--- config.mk ---
export PLATFORM = sky130hd
export DESIGN_NAME = fadc_top
export DESIGN_NICKNAME = d
export VERILOG_FILES = /design/src/pkg/fadc_pkg.sv /design/src/rtl/fadc_top.sv
export SDC_FILE = /design/constraint.sdc
export NUM_CORES = 1
export LEC_CHECK = 0
export BUFFER_PORTS_ARGS = -buffer_cell sky130_fd_sc_hd__buf_2
export CAP_MARGIN = 5
export CORE_ASPECT_RATIO = 2
export CORE_MARGIN = 4
export CORE_UTILIZATION = 38
export DETAILED_ROUTE_END_ITERATION = 10
export GPL_TIMING_DRIVEN = 0
export HOLD_SLACK_MARGIN = 0.05
export PLACE_DENSITY_LB_ADDON = 0.25
export SETUP_SLACK_MARGIN = 0.4
export SYNTH_ARGS = -nofsm -noshare
export SYNTH_HDL_FRONTEND = slang
export SYNTH_SLANG_ARGS = --single-unit
--- constraint.sdc ---
create_clock -name clk_i -period 7.65 [get_ports clk_i]
set_clock_uncertainty 0.2 [all_clocks]
set_input_delay 0.765 -clock clk_i [delete_from_list [all_inputs] [get_ports clk_i]]
set_output_delay 0.765 -clock clk_i [all_outputs]
set_load 0.02 [all_outputs]
--- src/pkg/fadc_pkg.sv ---
// constants, register map and field layout of the flash converter timing block
// assumes a single 100 MHz system clock and a classic wishbone master
//
// Contract
// [RULE_01] one conversion per cycle of the single clock, high and low halves are phases
// [RULE_02] polarity select low: balance while clock high, acquire while clock low
// [RULE_03] polarity select inverts the clock before phase generation
// [RULE_04] acquire end freezes all 64 comparator states in a latch stage
// [RULE_05] latched states decode to 7 bits, registered at next acquire start
// [RULE_06] seven stored bits, six data plus overflow, each behind gated buffer
// [RULE_07] active-low enable high floats six data outputs only
// [RULE_08] active-high enable low floats data and overflow outputs
// [RULE_09] select high: rising clock starts acquire, latches follow comparators
// [RULE_10] falling clock captures 64 comparators, starts balance, code decodes
// [RULE_11] next rising clock registers code onto outputs, new acquire starts
// [RULE_12] pulse mode one: single balance pulse, capture leading, register trailing
// [RULE_13] host restarts pulse mode one within the standby limit for droop
// [RULE_14] pulse mode two: two acquire pulses, capture trailing, register leading
// [RULE_15] pulse mode three: two balance pulses, data valid two cycles later
// [RULE_16] host clock drive: balance not too short, active drive, symmetric
// [RULE_17] data is unsigned count 0..63, over-range gives overflow with ones
// [RULE_18] host samples output after delay and only while both enables select
package fadc_pkg;

   // ------------------------------------------------------------
   // widths
   // ------------------------------------------------------------
   localparam int unsigned FADC_NCOMP = 64;
   localparam int unsigned FADC_DBITS = 6;
   localparam int unsigned FADC_CBITS = 7;
   localparam int unsigned FADC_FIFO_DEPTH = 4;

   // ------------------------------------------------------------
   // register offsets (byte addresses)
   // ------------------------------------------------------------
   localparam logic [3:0] FADC_OFF_CTRL = 4'h0;
   localparam logic [3:0] FADC_OFF_STATUS = 4'h4;
   localparam logic [3:0] FADC_OFF_DATA = 4'h8;
   localparam logic [3:0] FADC_OFF_LAST = 4'hc;

   // ------------------------------------------------------------
   // field positions
   // ------------------------------------------------------------
   localparam int unsigned FADC_CTRL_CAPEN = 0;
   localparam int unsigned FADC_CTRL_CLROVR = 1;
   localparam int unsigned FADC_ST_LEVEL = 0;
   localparam int unsigned FADC_ST_EMPTY = 3;
   localparam int unsigned FADC_ST_FULL = 4;
   localparam int unsigned FADC_ST_OVERRUN = 5;
   localparam int unsigned FADC_ST_BALANCE = 6;
   localparam int unsigned FADC_ST_STALE = 7;
   localparam int unsigned FADC_ST_DATA_OE = 8;
   localparam int unsigned FADC_ST_OF_OE = 9;
   localparam int unsigned FADC_DATA_VALID = 8;

   // ------------------------------------------------------------
   // reset values
   // ------------------------------------------------------------
   localparam logic FADC_RST_CAPEN = 1'b0;
   localparam logic [6:0] FADC_RST_CODE = 7'h00;

   // ------------------------------------------------------------
   // timing: longest standby before the held charge droops
   // ------------------------------------------------------------
   localparam int unsigned FADC_CLK_MHZ = 100;
   localparam int unsigned FADC_STANDBY_US = 5;
   localparam int unsigned FADC_STANDBY_CYC = FADC_STANDBY_US * FADC_CLK_MHZ;

endpackage : fadc_pkg

--- src/rtl/fadc_top.sv ---
// flash converter conversion timing: phase sequencing, comparator latch, decode,
// output register with gated buffers, result fifo and wishbone register slave
// assumes pin inputs are asynchronous to clk_i and the pad ring resolves the enables
//
// Chosen here: the register offsets and the Wishbone register port.

// ------------------------------------------------------------
// result fifo
// ------------------------------------------------------------
module fadc_fifo #(
   parameter int unsigned WIDTH = 7,
   parameter int unsigned DEPTH = 4
) (
   input wire logic clk_i,
   input wire logic rst_i,
   input wire logic in_valid_i,
   output logic in_ready_o,
   input wire logic [WIDTH-1:0] in_data_i,
   output logic out_valid_o,
   input wire logic out_ready_i,
   output logic [WIDTH-1:0] out_data_o,
   output logic [$clog2(DEPTH+1)-1:0] level_o
);
   localparam int unsigned AW = $clog2(DEPTH);
   localparam int unsigned LW = $clog2(DEPTH+1);
   logic [WIDTH-1:0] mem_q [DEPTH];
   logic [AW-1:0] wr_q;
   logic [AW-1:0] rd_q;
   logic [LW-1:0] cnt_q;
   logic push;
   logic pop;

   // handshake terms
   // full and empty come from one count, so level, ready and valid always agree
   assign in_ready_o = (cnt_q != LW'(DEPTH));
   assign out_valid_o = (cnt_q != '0);
   assign push = in_valid_i & in_ready_o;
   assign pop = out_valid_o & out_ready_i;
   assign out_data_o = mem_q[rd_q];
   assign level_o = cnt_q;

   // storage
   always_ff @(posedge clk_i) begin
      if (push) begin
         mem_q[wr_q] <= in_data_i;
      end
   end

   // pointers and fill count
   always_ff @(posedge clk_i) begin
      if (rst_i) begin
         wr_q <= '0;
         rd_q <= '0;
         cnt_q <= '0;
      end else begin
         if (push) begin
            wr_q <= (wr_q == AW'(DEPTH - 1)) ? '0 : AW'(wr_q + 1'b1);
         end
         if (pop) begin
            rd_q <= (rd_q == AW'(DEPTH - 1)) ? '0 : AW'(rd_q + 1'b1);
         end
         if (push & ~pop) begin
            cnt_q <= LW'(cnt_q + 1'b1);
         end else if (pop & ~push) begin
            cnt_q <= LW'(cnt_q - 1'b1);
         end
      end
   end
endmodule // fadc_fifo

// ------------------------------------------------------------
// top
// ------------------------------------------------------------
module fadc_top
   import fadc_pkg::*;
(
   input wire logic clk_i,
   input wire logic rst_i,
   // wishbone slave
   input wire logic wb_cyc_i,
   input wire logic wb_stb_i,
   input wire logic wb_we_i,
   input wire logic [3:0] wb_adr_i,
   input wire logic [3:0] wb_sel_i,
   input wire logic [31:0] wb_dat_i,
   output logic [31:0] wb_dat_o,
   output logic wb_ack_o,
   // converter pins
   input wire logic conv_clk_i,
   input wire logic phase_sel_i,
   input wire logic data_out_enable_n_i,
   input wire logic all_out_enable_i,
   input wire logic [FADC_NCOMP-1:0] comp_i,
   output logic [FADC_DBITS-1:0] result_bits_o,
   output logic result_bits_oe_o,
   output logic overrange_flag_o,
   output logic overrange_flag_oe_o
);

   // ------------------------------------------------------------
   // decode helpers
   // ------------------------------------------------------------
   // comparators read low when the input is above their tap
   function automatic logic [6:0] fadc_decode(input logic [FADC_NCOMP-1:0] th);
      logic [6:0] cnt;
      cnt = 7'h00;
      for (int i = 0; i < FADC_NCOMP - 1; i++) begin
         cnt = 7'(cnt + {6'h00, ~th[i]});
      end
      if (~th[FADC_NCOMP-1]) begin
         fadc_decode = 7'h7f; // over range: flag plus all ones
      end else begin
         fadc_decode = {1'b0, cnt[5:0]};
      end
   endfunction

   function automatic logic fadc_hit(input logic [3:0] adr, input logic [3:0] off);
      fadc_hit = (adr[3:2] == off[3:2]);
   endfunction

   // ------------------------------------------------------------
   // pin synchronisers
   // ------------------------------------------------------------
   localparam int unsigned NPIN = 4;
   logic [NPIN-1:0] pin_raw;
   logic [NPIN-1:0] pin_s1_q;
   logic [NPIN-1:0] pin_s2_q;
   logic [NPIN-1:0] pin_s3_q;
   logic [NPIN-1:0] pin_f_q;
   logic [FADC_NCOMP-1:0] cmp_s1_q;
   logic [FADC_NCOMP-1:0] cmp_s2_q;
   logic [FADC_NCOMP-1:0] cmp_s3_q;
   logic [FADC_NCOMP-1:0] cmp_f_q;

   assign pin_raw = {all_out_enable_i, data_out_enable_n_i, phase_sel_i, conv_clk_i};

   // three stages; a change counts once stages two and three agree
   // the agree filter costs one cycle but keeps a single metastable settle
   // from being seen as two edges by the phase logic
   // a pin level held for fewer than about two clocks may be lost
   always_ff @(posedge clk_i) begin
      if (rst_i) begin
         pin_s1_q <= '0;
         pin_s2_q <= '0;
         pin_s3_q <= '0;
         pin_f_q <= '0;
         cmp_s1_q <= '1;
         cmp_s2_q <= '1;
         cmp_s3_q <= '1;
         cmp_f_q <= '1;
      end else begin
         pin_s1_q <= pin_raw;
         pin_s2_q <= pin_s1_q;
         pin_s3_q <= pin_s2_q;
         cmp_s1_q <= comp_i;
         cmp_s2_q <= cmp_s1_q;
         cmp_s3_q <= cmp_s2_q;
         for (int i = 0; i < NPIN; i++) begin
            if (pin_s2_q[i] == pin_s3_q[i]) begin
               pin_f_q[i] <= pin_s3_q[i];
            end
         end
         for (int i = 0; i < FADC_NCOMP; i++) begin
            if (cmp_s2_q[i] == cmp_s3_q[i]) begin
               cmp_f_q[i] <= cmp_s3_q[i];
            end
         end
      end
   end

   // ------------------------------------------------------------
   // phase generation
   // ------------------------------------------------------------
   logic clk_f;
   logic phase_f;
   logic ce_n_f;
   logic ce_f;
   logic balance;
   logic balance_q;
   logic start_balance;
   logic start_acquire;

   assign clk_f = pin_f_q[0];
   assign phase_f = pin_f_q[1];
   assign ce_n_f = pin_f_q[2];
   assign ce_f = pin_f_q[3];
   // select complements the clock before the phases are formed
   // both pins are filtered alike, so moving select and clock in the same
   // cycle leaves the phase alone; moving them a cycle apart can make a
   // one-cycle phase pulse that starts a real conversion
   assign balance = clk_f ^ phase_f; // [RULE_03] [RULE_02] [RULE_01]
   assign start_balance = balance & ~balance_q; // end of acquire
   assign start_acquire = ~balance & balance_q; // end of balance

   // phase history
   always_ff @(posedge clk_i) begin
      if (rst_i) begin
         balance_q <= 1'b0;
      end else begin
         balance_q <= balance;
      end
   end

   // ------------------------------------------------------------
   // comparator latch and output register
   // ------------------------------------------------------------
   logic [FADC_NCOMP-1:0] latch_q;
   logic [6:0] decoded;
   logic [6:0] code_q;

   // latch tracks comparators during acquire, freezes at its end
   // the acquire edge cycle itself is skipped so the frozen word, not a
   // fresh comparator sample, reaches the output register
   always_ff @(posedge clk_i) begin
      if (rst_i) begin
         latch_q <= '1;
      end else if (~balance & ~start_acquire) begin
         latch_q <= cmp_f_q; // [RULE_09]
      end else if (start_balance) begin
         latch_q <= cmp_f_q; // [RULE_04] [RULE_10] [RULE_12] [RULE_14]
      end
   end

   // decode runs combinationally through the balance phase
   // low comparators are counted, not searched, so a stray bubble in the
   // thermometer shifts the result by one step instead of by a bit weight
   assign decoded = fadc_decode(latch_q); // [RULE_17] [RULE_10]

   // code registers at the start of the following acquire
   // with capen_q set and room left, the fifo takes the same decoded word in the same cycle, so the queued
   // history and the output register never disagree
   always_ff @(posedge clk_i) begin
      if (rst_i) begin
         code_q <= FADC_RST_CODE;
      end else if (start_acquire) begin
         code_q <= decoded; // [RULE_05] [RULE_11] [RULE_12] [RULE_14] [RULE_15]
      end
   end

   // pin copies of the stored word and buffer enables
   // one more flop keeps every pin-facing output straight from a register;
   // the stored word therefore reaches the pins one cycle after code_q
   always_ff @(posedge clk_i) begin
      if (rst_i) begin
         result_bits_o <= '0;
         overrange_flag_o <= 1'b0;
         result_bits_oe_o <= 1'b0;
         overrange_flag_oe_o <= 1'b0;
      end else begin
         result_bits_o <= code_q[FADC_DBITS-1:0]; // [RULE_06]
         overrange_flag_o <= code_q[FADC_DBITS];
         result_bits_oe_o <= ce_f & ~ce_n_f; // [RULE_07] [RULE_08]
         overrange_flag_oe_o <= ce_f; // [RULE_08]
      end
   end

   // ------------------------------------------------------------
   // standby watch for pulse operation
   // ------------------------------------------------------------
   localparam int unsigned SBW = $clog2(FADC_STANDBY_CYC + 1);
   logic [SBW-1:0] idle_q;
   logic stale_q;

   // flags a sample held longer than the droop limit
   // counting stops at the limit, so the flag stays up until a new capture
   // instead of wrapping round and clearing itself
   always_ff @(posedge clk_i) begin
      if (rst_i) begin
         idle_q <= '0;
         stale_q <= 1'b0;
      end else if (start_balance) begin
         idle_q <= '0;
         stale_q <= 1'b0;
      end else if (idle_q != SBW'(FADC_STANDBY_CYC)) begin
         idle_q <= SBW'(idle_q + 1'b1);
      end else begin
         stale_q <= 1'b1; // [RULE_13]
      end
   end

   // ------------------------------------------------------------
   // result fifo
   // ------------------------------------------------------------
   logic capen_q;
   logic overrun_q;
   logic push_valid;
   logic push_ready;
   logic pop_valid;
   logic pop_ready;
   logic [6:0] pop_data;
   logic [2:0] level;

   assign push_valid = start_acquire & capen_q;

   fadc_fifo #(
      .WIDTH(FADC_CBITS),
      .DEPTH(FADC_FIFO_DEPTH)
   ) u_fifo (
      .clk_i(clk_i),
      .rst_i(rst_i),
      .in_valid_i(push_valid),
      .in_ready_o(push_ready),
      .in_data_i(decoded),
      .out_valid_o(pop_valid),
      .out_ready_i(pop_ready),
      .out_data_o(pop_data),
      .level_o(level)
   );

   // ------------------------------------------------------------
   // wishbone slave
   // ------------------------------------------------------------
   logic req;
   logic wr_ctrl;
   logic rd_data;
   logic clr_ovr;

   assign req = wb_cyc_i & wb_stb_i & ~wb_ack_o;
   assign wr_ctrl = req & wb_we_i & wb_sel_i[0] & fadc_hit(wb_adr_i, FADC_OFF_CTRL);
   assign rd_data = req & ~wb_we_i & fadc_hit(wb_adr_i, FADC_OFF_DATA);
   assign pop_ready = rd_data;
   assign clr_ovr = wr_ctrl & wb_dat_i[FADC_CTRL_CLROVR];

   // control register
   always_ff @(posedge clk_i) begin
      if (rst_i) begin
         capen_q <= FADC_RST_CAPEN;
      end else if (wr_ctrl) begin
         capen_q <= wb_dat_i[FADC_CTRL_CAPEN];
      end
   end

   // overrun sticky flag, a new loss beats the clear
   // a full fifo drops the newest word; the oldest words stay readable
   always_ff @(posedge clk_i) begin
      if (rst_i) begin
         overrun_q <= 1'b0;
      end else if (push_valid & ~push_ready) begin
         overrun_q <= 1'b1;
      end else if (clr_ovr) begin
         overrun_q <= 1'b0;
      end
   end

   // single wait state answer with registered read data
   // no request is taken while ack stands, so a master that holds stb through
   // the ack cycle cannot pop the fifo twice
   // a data read pops in the cycle it is taken; an empty read pops nothing
   always_ff @(posedge clk_i) begin
      if (rst_i) begin
         wb_ack_o <= 1'b0;
         wb_dat_o <= '0;
      end else begin
         wb_ack_o <= req;
         wb_dat_o <= '0;
         if (req & ~wb_we_i) begin
            if (fadc_hit(wb_adr_i, FADC_OFF_CTRL)) begin
               wb_dat_o[FADC_CTRL_CAPEN] <= capen_q;
            end else if (fadc_hit(wb_adr_i, FADC_OFF_STATUS)) begin
               wb_dat_o[FADC_ST_LEVEL+2:FADC_ST_LEVEL] <= level;
               wb_dat_o[FADC_ST_EMPTY] <= ~pop_valid;
               wb_dat_o[FADC_ST_FULL] <= ~push_ready;
               wb_dat_o[FADC_ST_OVERRUN] <= overrun_q;
               wb_dat_o[FADC_ST_BALANCE] <= balance_q;
               wb_dat_o[FADC_ST_STALE] <= stale_q;
               wb_dat_o[FADC_ST_DATA_OE] <= result_bits_oe_o;
               wb_dat_o[FADC_ST_OF_OE] <= overrange_flag_oe_o;
            end else if (fadc_hit(wb_adr_i, FADC_OFF_DATA)) begin
               wb_dat_o[FADC_CBITS-1:0] <= pop_valid ? pop_data : 7'h00;
               wb_dat_o[FADC_DATA_VALID] <= pop_valid;
            end else begin
               wb_dat_o[FADC_CBITS-1:0] <= code_q;
            end
         end
      end
   end
endmodule // fadc_top

==> results of run 1 <==
## how the worst max path moves through the flow
stage                                   startpoint                      endpoint  slack (ns)  depth (start not counted)
final                     latch_q[41]$_SDFFE_PP1P_  u_fifo.mem_q[0][4]$_DFFE_PP_        0.89                         19
after global placement    latch_q[41]$_SDFFE_PP1P_  u_fifo.mem_q[0][4]$_DFFE_PP_        0.92                         19
after floorplan           latch_q[41]$_SDFFE_PP1P_  u_fifo.mem_q[0][4]$_DFFE_PP_        1.40                         19
after detailed placement  latch_q[47]$_SDFFE_PP1P_  u_fifo.mem_q[0][4]$_DFFE_PP_        0.87                         17
after global routing      latch_q[41]$_SDFFE_PP1P_  u_fifo.mem_q[0][4]$_DFFE_PP_        0.64                         19
after CTS                 latch_q[47]$_SDFFE_PP1P_  u_fifo.mem_q[0][4]$_DFFE_PP_        0.87                         17
## layer usage
layer  GRT usage  share of wire  vias to the layer above
li1            -              -                     4704
met1       0.139           0.35                     4417
met2       0.280           0.57                      197
met3      0.0209          0.039                       60
met4      0.0639          0.041                        0
met5           0              0                        -
## through the flow
step	util	setup slack [ns]
after floorplan	-	1.40
after global placement	0.415	0.923
after detailed placement	0.415	0.871
after CTS	0.448	0.867
after global routing	0.448	0.641
final	0.448	0.890
## area by class of cell
| class | instances | area (um2) |
|---|---|---|
| plain buffers | 84 | 425 |
| clock buffers | 54 | 1140 |
| clock inverters | 15 | 165 |
| fillers | 3800 | 21800 |
| inverters | 97 | 364 |
| multi-input cells | 791 | 5870 |
| flip-flops and latches | 413 | 8550 |
| well taps | 525 | 657 |
| repair buffers | 96 | 480 |
## power breakdown
| group | internal [mW] | switching [mW] |
|---|---|---|
| logic | 0.0727 | 0.0795 |
| registers | 2.22 | 0.0225 |
| clock network | 1.15 | 0.798 |
## cell families after synthesis
| group | share of synthesized area |
|---|---|
| muxes | 0.0201 |
| AOI/OAI and AO/OA | 0.109 |
| DFF | 0.565 |
| buffers and inverters | 0.0522 |
| adders and majority gates | 0.0880 |
| other | 0.000248 |
| and+or+nand+nor | 0.160 |
| xor gates and xnor gates | 0.00571 |
## state kept, by name, summed over array words and instances (netlist names), 2 cells and up, named ones only
register,flops
cmp_s1_q,64
u_fifo.rd_q,2
code_q,7
pin_s3_q,4
cmp_f_q,64
u_fifo.mem_q,28
pin_s2_q,4
pin_f_q,4
pin_s1_q,4
cmp_s3_q,64
result_bits_o,6
wb_dat_o,10
cmp_s2_q,64
u_fifo.level_o,3
latch_q,64
u_fifo.wr_q,2
idle_q,9
## placed cells by master, fill, tap and decap left out, types with 4 or more instances in the layout
cell and n:
buf_2 109, mux2i_1 9, clkbuf_1 52, nor2b_1 86
fa_1 54, xnor2_1 4, inv_1 96, conb_1 22
clkbuf_16 41, clkinv_2 6, nand3_1 5, dfxtp_1 385
edfxtp_1 28, o21ai_0 15, clkbuf_8 7, or3_1 7
mux2_2 5, o21bai_1 65, or2_2 193, and2_1 4
ha_1 20, nor2_1 98, a22oi_1 6, xor2_1 4
a211o_1 64, mux4_2 7, nand2_1 13, a21oi_1 77
buf_4 22
## critical path, stage by stage, from the launching register on
cell     delay [ns]
dfxtp_1        0.33
inv_1          0.06
fa_1           0.52
inv_1          0.05
fa_1           0.47
inv_1          0.05
fa_1           0.51
inv_1          0.06
fa_1           0.48
inv_1          0.05
fa_1           0.45
fa_1           0.49
fa_1           0.54
fa_1           0.44
fa_1           0.46
fa_1           0.44
a21o_1         0.18
a21oi_1        0.16
xor2_1         0.36
nand2_1        0.17
==> metrics.md, run 1 <==
| Metric | Value |
|---|---|
| Outcome | `finished, final reports clean` |
| Worst Hold End | `cmp_s2_q[19]$_SDFF_PP1_` |
| Design area | `roughly 18,000 um2` |
| RSZ-0062 raised after global routing | `false` |
| Layout Cells excl Fill | `between 2,000 and 2,500` |
| Finish-stage setup viols | `0` |
| Initial antenna violation count | `0` |
| Slew Limit Fails | `0` |
| R2R Path End | `u_fifo.mem_q[0][4]$_DFFE_PP_` |
| Crit path launch type | `flip-flop` |
| Tcrit/Tclk final | `0.884` |
| Max-Cap Viols | `0` |
| Syn avg cell area | `between 10 and 15 um2` |
| First-pass GRT wire length | `about 50,000 um` |
| RR Startpoint | `latch_q[41]$_SDFFE_PP1P_` |
| Routed vias | `approximately 9,400` |
| Antenna-violating nets left | `0` |
| Die W | `approximately 150 um` |
| Crit Path Category | `flip-flop to flip-flop` |
| Drt pass-1 iters | `4` |
| Post-route setup TNS | `0 ns` |
| PwrDens | `between 200 and 250 nW/um2` |
| Slew at the pin with the worst max-slew slack | `roughly 1.1 ns` |
| Worst Hold Depth | `1` |
| Share of the synthesized area in the top cell type | `0.509` |
| Cts repair resizes | `0` |
| Highest clock rate | `148 MHz` |
| Core ar. | `approximately 39,000 um2` |
| Path depth of the worst reg2reg path | `19` |
| Die ar. | `43,300 um2` |
| DP HPWL | `roughly 23,000 um` |
| Final hold violation count | `0` |
| Remaining Overflow, GRT | `0` |
| Hold path start | `cmp_s1_q[19]$_SDFF_PP1_` |
| Via-to-Cell Ratio | `around 4.5` |
| Minimum clock period | `between 6 and 7 ns` |
| Vias in the first global route | `a little under 10,000` |
| Rows | `103` |
| Synth async-reset ratio | `0` |
| Syn Inst Count | `about 1,400` |
| Inst Count DP | `2,006` |
| Clk buf depth | `3` |
| Reg2Reg Setup Slack | `0.89 ns` |
| CTS tree | `built` |
| CTS Sinks | `413` |
| Total Routing Usage GR | `0.141` |
| Critical path required time | `7.69 ns` |
| Post-layout nets | `between 1,500 and 2,000` |
| Post-DP Area | `roughly 16,000 um2` |
| # diodes | `0` |
| Drt drc | `0` |
| Hold/Removal Path Class | `flip-flop to flip-flop` |
| Worst-path fanout max | `4` |
| Hold buffers post-CTS | `0` |
| Most frequent cell after synthesis | `dfxtp_1` |
| Worst EP arrival | `6.80 ns` |
| Clk pin slew, worst setup/hold paths | `~0.06 ns` |
| Worst hold slack | `slightly above 0.2 ns` |
| Worst setup EP type | `flip-flop` |
| Synth area leaders | `dfxtp_1 (51%), or2_2 (8.0%), fa_1 (7.1%)` |
| # port buffers | `96` |
| # Post-CTS Setup Buffers | `0` |
| Yosys warns | `0` |
| Drt total wl | `roughly 30,000 um` |
| Root buffer cell | `clkbuf_16` |
| Post-Synthesis Cell Area | `around 15,000 um2` |
| Clock buffer count from CTS | `38` |
| Initial DRC Count | `262` |
| Leak Pwr | `7.58 nW` |
| H-tree depth | `2` |
| Largest net degree at the start of global routing | `16` |
| GP Congestion | `about 0.86` |
| Fraction of layout cells with a size suffix above 1 | `0.265` |
| Synth cell types | `51` |
| Initial Util | `0.384` |
| Sequential share of the synthesized area | `0.565` |
| Post-DR wirelength/cell | `~14 um` |
| Commonest cells post-synth | `dfxtp_1 (385), or2_2 (193), nor2_1 (98)` |
| IO Pins | `~160` |
| Peak VDD IR | `around 0.17 mV` |
| Area leader, netlist | `dfxtp_1` |
| Skew-Pair Late Insertion Delay | `approximately 0.53 ns` |
| FF+latch count, synth | `slightly above 400` |
| Die height | `approximately 290 um` |
| Most used DFF post-synth | `dfxtp_1` |
| Area delta synth->final | `16.7%` |
| Slew headroom | `0.280` |
| Overall Power | `approximately 4.3 mW` |
| EDFF count, synth | `28` |
Power figures use the tool's default switching activity.
==> run 2, diff against run 1 <==
- CELL_PAD_IN_SITES_DETAIL_PLACEMENT: default -> 0
- CELL_PAD_IN_SITES_GLOBAL_PLACEMENT: default -> 1
- CTS_BUF_LIST: default -> sky130_fd_sc_hd__clkbuf_4 sky130_fd_sc_hd__clkbuf_8
- SETUP_SLACK_MARGIN: 0.4 -> 0.1
==> run 2 against run 1 <==
Routed wire length rose by 1.5%. Flip-flop and latch count unchanged. Sequential share of layout area increased by 0.19 points. Largest power group unchanged. Critical path depth unchanged. Register-to-register slack better by 0.08 ns.
==> metrics.md, run 2 (synthesis gave the netlist of run 1 again) <==
| Metric | Value |
|---|---|
| PwrDens | `238 nW/um2 (was 246 nW/um2)` |
| Core ar. | `39,400 um2 (unchanged)` |
| Slew Limit Fails | `0 (unchanged)` |
| Leak Pwr | `7.60 nW (was 7.58 nW)` |
| Antenna-violating nets left | `0 (unchanged)` |
| Crit path cell chain | `inv_1 -> fa_1 -> inv_1 -> fa_1 -> inv_1 -> fa_1 -> inv_1 -> fa_1 -> inv_1 -> fa_1 -> fa_1 -> fa_1 -> fa_1 -> fa_1 -> fa_1 -> a21o_1 -> a21oi_1 -> xor2_1 -> nand2_1 (unchanged)` |
| Post-layout nets | `1,727 (was 1,708)` |
| Highest clock rate | `150 MHz (was 148 MHz)` |
| Routed vias | `9,366 (was 9,378)` |
| DP HPWL | `22,800 um (was 22,700 um)` |
| DP Worst Slack | `0.936 ns (was 0.871 ns)` |
| R2R Path End | `u_fifo.mem_q[3][4]$_DFFE_PP_ (was u_fifo.mem_q[0][4]$_DFFE_PP_)` |
| Initial Util | `0.384 (unchanged)` |
| Critical path launch point | `latch_q[41]$_SDFFE_PP1P_ (unchanged)` |
| Tcrit/Tclk final | `0.873 (was 0.884)` |
| Cts repair resizes | `0 (unchanged)` |
| Clk pin slew, worst setup/hold paths | `0.07 ns (was 0.06 ns)` |
| Skew-Pair Late Insertion Delay | `0.61 ns (was 0.53 ns)` |
| Crit Path Category | `flip-flop to flip-flop (unchanged)` |
| Rows | `103 (unchanged)` |
| Largest net degree at the start of global routing | `16 (unchanged)` |
| GP Congestion | `0.835 (was 0.857)` |
| Remaining Overflow, GRT | `0 (unchanged)` |
| Final core occ | `0.446 (was 0.448)` |
| Area delta synth->final | `16.2% (was 16.7%)` |
| RSZ-0062 raised after global routing | `false (unchanged)` |
| Final setup margin | `0.971 ns (was 0.890 ns)` |
| Minimum clock period | `6.68 ns (was 6.76 ns)` |
| Post-route setup TNS | `0 ns (unchanged)` |
| Crit path launch type | `flip-flop (unchanged)` |
| Reg2Reg Setup Slack | `0.97 ns (was 0.89 ns)` |
| Finish-stage setup viols | `0 (unchanged)` |
| Slew at the pin with the worst max-slew slack | `1.07 ns (was 1.08 ns)` |
| IO Pins | `155 (unchanged)` |
| Peak VDD IR | `0.124 mV (was 0.173 mV)` |
| Path depth of the worst reg2reg path | `19 (unchanged)` |
| Cell repeated most along the worst path | `fa_1 (unchanged)` |
| Slew headroom | `0.289 (was 0.280)` |
| Clk buf depth | `3 (unchanged)` |
| CTS Sinks | `413 (unchanged)` |
| Die W | `149 um (unchanged)` |
| Outcome | `finished, final reports clean (unchanged)` |
| Hold buffers post-CTS | `0 (unchanged)` |
| Worst path slowest cell | `fa_1 (unchanged)` |
| Drt pass-1 iters | `4 (unchanged)` |
| Via-to-Cell Ratio | `4.44 (was 4.52)` |
| H-tree depth | `2 (unchanged)` |
| Initial antenna violation count | `1 (was 0)` |
| Die ar. | `43,300 um2 (unchanged)` |
| CTS tree | `built (unchanged)` |
| Critical Path Sink | `u_fifo.mem_q[3][4]$_DFFE_PP_ (was u_fifo.mem_q[0][4]$_DFFE_PP_)` |
| Buf/Inv on CP | `5 (unchanged)` |
| # port buffers | `96 (unchanged)` |
| First-pass GRT wire length | `49,300 um (was 49,200 um)` |
| Drt drc | `0 (unchanged)` |
| Post-DR wirelength/cell | `14.4 um (was 14.5 um)` |
| Total Routing Usage GR | `0.143 (was 0.141)` |
| Cell count along the critical path | `19 (unchanged)` |
| Clock buffer count from CTS | `57 (was 38)` |
| Drt total wl | `30,500 um (was 30,000 um)` |
| Worst-path fanout max | `4 (unchanged)` |
| Crit-path leading delay family | `adder cells (unchanged)` |
| RR Startpoint | `latch_q[41]$_SDFFE_PP1P_ (unchanged)` |
| Commonest cells after routing, fill and taps aside | `dfxtp_1 (385), or2_2 (193), buf_2 (109) (unchanged)` |
| Worst EP arrival | `6.77 ns (was 6.80 ns)` |
| Initial DRC Count | `242 (was 262)` |
| Fraction of layout cells with a size suffix above 1 | `0.284 (was 0.265)` |
| Critical path required time | `7.74 ns (was 7.69 ns)` |
| Hold/Removal Path Class | `input port to flip-flop (was flip-flop to flip-flop)` |
| # Post-CTS Setup Buffers | `0 (unchanged)` |
| Max-Cap Viols | `0 (unchanged)` |
| Die height | `290 um (unchanged)` |
| CP max stage delay | `0.54 ns (about the same)` |
| Worst setup EP type | `flip-flop (unchanged)` |
| Final hold violation count | `0 (unchanged)` |
| Root buffer cell | `clkbuf_8 (was clkbuf_16)` |
| Most common cell after layout, fill and taps aside | `dfxtp_1 (unchanged)` |
| Overall Power | `4.18 mW (was 4.34 mW)` |
| Vias in the first global route | `9,806 (was 9,857)` |
## run 2: cell count changes in the layout (fill, tap and decap cells not counted), sizes merged
| cell | delta |
|---|---|
| diode | +1 |
| bufinv | -2 |
| inv | +1 |
| clkbuf | +40 |
| clkinv | -4 |
| clkinvlp | -2 |
## run 2: worst min-delay path by stage
stage,start,end,slack (ns),cells past startpoint
2_1_floorplan,cmp_s1_q[0]$_SDFF_PP1_,cmp_s2_q[0]$_SDFF_PP1_,0.19,1
3_3_place_gp,cmp_s1_q[33]$_SDFF_PP1_,cmp_s2_q[33]$_SDFF_PP1_,0.19,1
3_5_place_dp,cmp_s1_q[51]$_SDFF_PP1_,cmp_s2_q[51]$_SDFF_PP1_,0.19,1
4_1_cts,comp_i[32],cmp_s1_q[32]$_SDFF_PP1_,0.06,2
5_1_grt,comp_i[35],cmp_s1_q[35]$_SDFF_PP1_,0.09,2
6_report,comp_i[15],cmp_s1_q[15]$_SDFF_PP1_,0.13,2
## run 2: layout make-up
type                       instances  area, um2
buffer                            84        425
sequential                       413       8550
antenna                            1       2.50
clock inverter                     8       77.6
fill                            3862      21800
timing repair buffer              96        480
inverter                          97        364
clock buffer                      94       1160
multi-input combinational        791       5870
tap                              525        657
## run 2: per-stage QoR
step / hold slack [ns] / cell area (um2) / std cells
after detailed placement: 0.193 / 16300 / 2006
after global placement: 0.191 / 16300 / 2006
after floorplan: 0.189 / 15200 / 1385
after CTS: 0.0612 / 17600 / 2108
after global routing: 0.0891 / 17600 / 2109
final: 0.128 / 17600 / 2109
## run 2: worst register-to-register path, cell delays in order (launching register included)
cell	delay (ns)
dfxtp_1	0.33
inv_1	0.06
fa_1	0.53
inv_1	0.05
fa_1	0.47
inv_1	0.06
fa_1	0.51
inv_1	0.06
fa_1	0.47
inv_1	0.05
fa_1	0.45
fa_1	0.49
fa_1	0.54
fa_1	0.44
fa_1	0.47
fa_1	0.44
a21o_1	0.17
a21oi_1	0.17
xor2_1	0.24
nand2_1	0.18
## run 2: metal layers
| metal | vias up | share of wire | routed length (um) | GRT usage |
|---|---|---|---|---|
| met5 | - | 0 | 0 | 0 |
| met4 | 0 | 0.040 | 1220 | 0.0617 |
| met3 | 81 | 0.042 | 1280 | 0.0259 |
| met2 | 180 | 0.57 | 17300 | 0.284 |
| met1 | 4347 | 0.35 | 10700 | 0.138 |
| li1 | 4758 | - | - | - |
## run 2: power breakdown
group	internal (mW)	switching [mW]	leakage, nW
clock network	0.991	0.791	0.657
registers	2.22	0.0219	3.41
logic	0.0725	0.0797	3.54
total	3.29	0.893	7.60
==> run 3, diff against run 2 <==
- CELL_PAD_IN_SITES_DETAIL_PLACEMENT: 0 -> 1
- CELL_PAD_IN_SITES_GLOBAL_PLACEMENT: 1 -> 2
==> run 3 against run 2 <==
First-iteration DRC count shrank 19%. Sequential share of layout area shrank 0.14 points. Non-clock buffer count is the same. Register-to-register slack lost 0.06 ns. Utilization grew 0.13 points. Clock power grew 7%. Highest routed layer unchanged. Critical endpoint is now u_fifo.mem_q[0][4]$_DFFE_PP_. Die area is the same. Combinational power is essentially flat. Flip-flop and latch count is the same. Worst setup slack lost 0.064 ns. Global-route usage grew 1.3 points.
==> metrics.md, run 3 (synthesis gave the netlist of run 1 again) <==
| Metric | Value |
|---|---|
| Crit path launch type | `flip-flop (unchanged)` |
| Worst path slowest cell | `fa_1 (unchanged)` |
| IO Pins | `155 (unchanged)` |
| Rows | `103 (unchanged)` |
| Final core occ | `0.447 (was 0.446)` |
| CTS Sinks | `413 (unchanged)` |
| Most common cell after layout, fill and taps aside | `dfxtp_1 (unchanged)` |
| Cell repeated most along the worst path | `fa_1 (unchanged)` |
| Finish-stage setup viols | `0 (unchanged)` |
| Final hold violation count | `0 (unchanged)` |
| Core ar. | `39,400 um2 (unchanged)` |
| Drt pass-1 iters | `5 (was 4)` |
| Clk pin slew, worst setup/hold paths | `0.07 ns (about the same)` |
| Post-DR wirelength/cell | `15.6 um (was 14.4 um)` |
| Die height | `290 um (unchanged)` |
| Clock buffer count from CTS | `56 (was 57)` |
| CP max stage delay | `0.55 ns (was 0.54 ns)` |
| Largest net degree at the start of global routing | `15 (was 16)` |
| # port buffers | `96 (unchanged)` |
| Post-route setup TNS | `0 ns (unchanged)` |
| Crit path cell chain | `inv_1 -> fa_1 -> inv_1 -> fa_1 -> inv_1 -> fa_1 -> inv_1 -> fa_1 -> inv_1 -> fa_1 -> fa_1 -> fa_1 -> fa_1 -> fa_1 -> fa_1 -> a21o_1 -> a21oi_1 -> xor2_1 -> nand2_1 (unchanged)` |
| Vias in the first global route | `10,695 (was 9,806)` |
| Routed vias | `9,665 (was 9,366)` |
| Drt drc | `0 (unchanged)` |
| Post-layout nets | `1,726 (was 1,727)` |
| Leak Pwr | `7.62 nW (was 7.60 nW)` |
| Highest clock rate | `148 MHz (was 150 MHz)` |
| Initial antenna violation count | `1 (unchanged)` |
| Slew headroom | `0.240 (was 0.289)` |
| Outcome | `finished, final reports clean (unchanged)` |
| Slew at the pin with the worst max-slew slack | `1.14 ns (was 1.07 ns)` |
| Slew Limit Fails | `0 (unchanged)` |
| Fraction of layout cells with a size suffix above 1 | `0.281 (was 0.284)` |
| Crit Path Category | `flip-flop to flip-flop (unchanged)` |
| Die ar. | `43,300 um2 (unchanged)` |
| Area delta synth->final | `16.6% (was 16.2%)` |
| Drt total wl | `32,900 um (was 30,500 um)` |
| Initial DRC Count | `196 (was 242)` |
| Met3 WL post-DR | `1230 um (was 1280 um)` |
| First-pass GRT wire length | `53,700 um (was 49,300 um)` |
| Die W | `149 um (unchanged)` |
| Met2 wire length | `19,000 um (was 17,300 um)` |
| Tcrit/Tclk final | `0.881 (was 0.873)` |
| Hold buffers post-CTS | `0 (unchanged)` |
| Remaining Overflow, GRT | `0 (unchanged)` |
| Worst setup EP type | `flip-flop (unchanged)` |
| # Post-CTS Setup Buffers | `0 (unchanged)` |
| Hold/Removal Path Class | `input port to flip-flop (unchanged)` |
| DP HPWL | `24,900 um (was 22,800 um)` |
| Critical path required time | `7.74 ns (about the same)` |
| Commonest cells after routing, fill and taps aside | `dfxtp_1 (385), or2_2 (193), buf_2 (109) (unchanged)` |
| Skew-Pair Late Insertion Delay | `0.61 ns (about the same)` |
| Via-to-Cell Ratio | `4.59 (was 4.44)` |
| Max-Cap Viols | `0 (unchanged)` |
| GP Congestion | `0.816 (was 0.835)` |
| PwrDens | `244 nW/um2 (was 238 nW/um2)` |
| Peak VDD IR | `0.121 mV (was 0.124 mV)` |
| Initial Util | `0.384 (unchanged)` |
| Root buffer cell | `clkbuf_8 (unchanged)` |
| Top sig layer | `met4 (unchanged)` |
| Minimum clock period | `6.74 ns (was 6.68 ns)` |
| RSZ-0062 raised after global routing | `false (unchanged)` |
| CTS tree | `built (unchanged)` |
| Cts repair resizes | `0 (unchanged)` |
| Antenna-violating nets left | `0 (unchanged)` |
| Worst-path fanout max | `4 (unchanged)` |
| Clk buf depth | `3 (unchanged)` |
| H-tree depth | `2 (unchanged)` |
| Reg2Reg Setup Slack | `0.91 ns (was 0.97 ns)` |
| M1 wire length | `11,200 um (was 10,700 um)` |
| Total Routing Usage GR | `0.156 (was 0.143)` |
| Worst EP arrival | `6.84 ns (was 6.77 ns)` |
## run 3: changes by cell type in the layout (fill, tap and decap cells not counted)
cell        previous run  this run
clkinvlp_4             2         3
clkinv_1               0         2
clkbuf_8              73        65
inv_6                  2         0
clkinv_2               3         9
clkbuf_4              21        11
bufinv_16              1         8
## run 3: final timing paths
check / from / endpoint / cells after the start
max: latch_q[41]$_SDFFE_PP1P_ / u_fifo.mem_q[0][4]$_DFFE_PP_ / 19
min: comp_i[62] / cmp_s1_q[62]$_SDFF_PP1_ / 2
max reg2reg: latch_q[41]$_SDFFE_PP1P_ / u_fifo.mem_q[0][4]$_DFFE_PP_ / 19
min reg2reg: cmp_s1_q[51]$_SDFF_PP1_ / cmp_s2_q[51]$_SDFF_PP1_ / 1
## run 3: final cells by class
class	count	area, um2
Buffer	84	425
Clock inverter	22	315
Timing Repair Buffer	96	480
Fill cell	4460	21800
Inverter	97	364
Sequential cell	413	8550
Antenna cell	1	2.50
Clock buffer	76	977
Tap cell	525	657
Multi-Input combinational cell	791	5870
## run 3: per-layer routing
layer | up-vias | global-route usage
li1 | 4747 | -
met1 | 4649 | 0.146
met2 | 188 | 0.314
met3 | 81 | 0.0250
met4 | 0 | 0.0738
met5 | - | 0
## run 3: power by group
group          total (mW)  switching, mW  leakage (nW)  internal (mW)
combinational       0.154         0.0814          3.54         0.0729
clock                1.91          0.813         0.670           1.10
sequential           2.24         0.0225          3.41           2.22
## run 3: metrics by stage
step                      std cells  setup WS, ns  total power [mW]  hold WS, ns  cell area (um2)
after floorplan                1385          1.40              2.39        0.189            15200
after global placement         2006         0.910              2.45        0.191            16300
after detailed placement       2006         0.861              2.45        0.195            16300
after CTS                      2104         0.854              4.40       0.0695            17600
after global routing           2105         0.678              4.50       0.0877            17600
final                          2105         0.907              4.31        0.137            17600
## run 3: critical path: cells and delay by family, from the launching register on
kind / cells / cell delay [ns]
AO/OA/AOI/OAI: 2 / 0.36
XOR/XNOR: 1 / 0.25
adder cells (fa/ha/maj): 10 / 4.81
buffers and inverters: 5 / 0.28
flip-flops: 1 / 0.35
AND/OR/NAND/NOR: 1 / 0.19
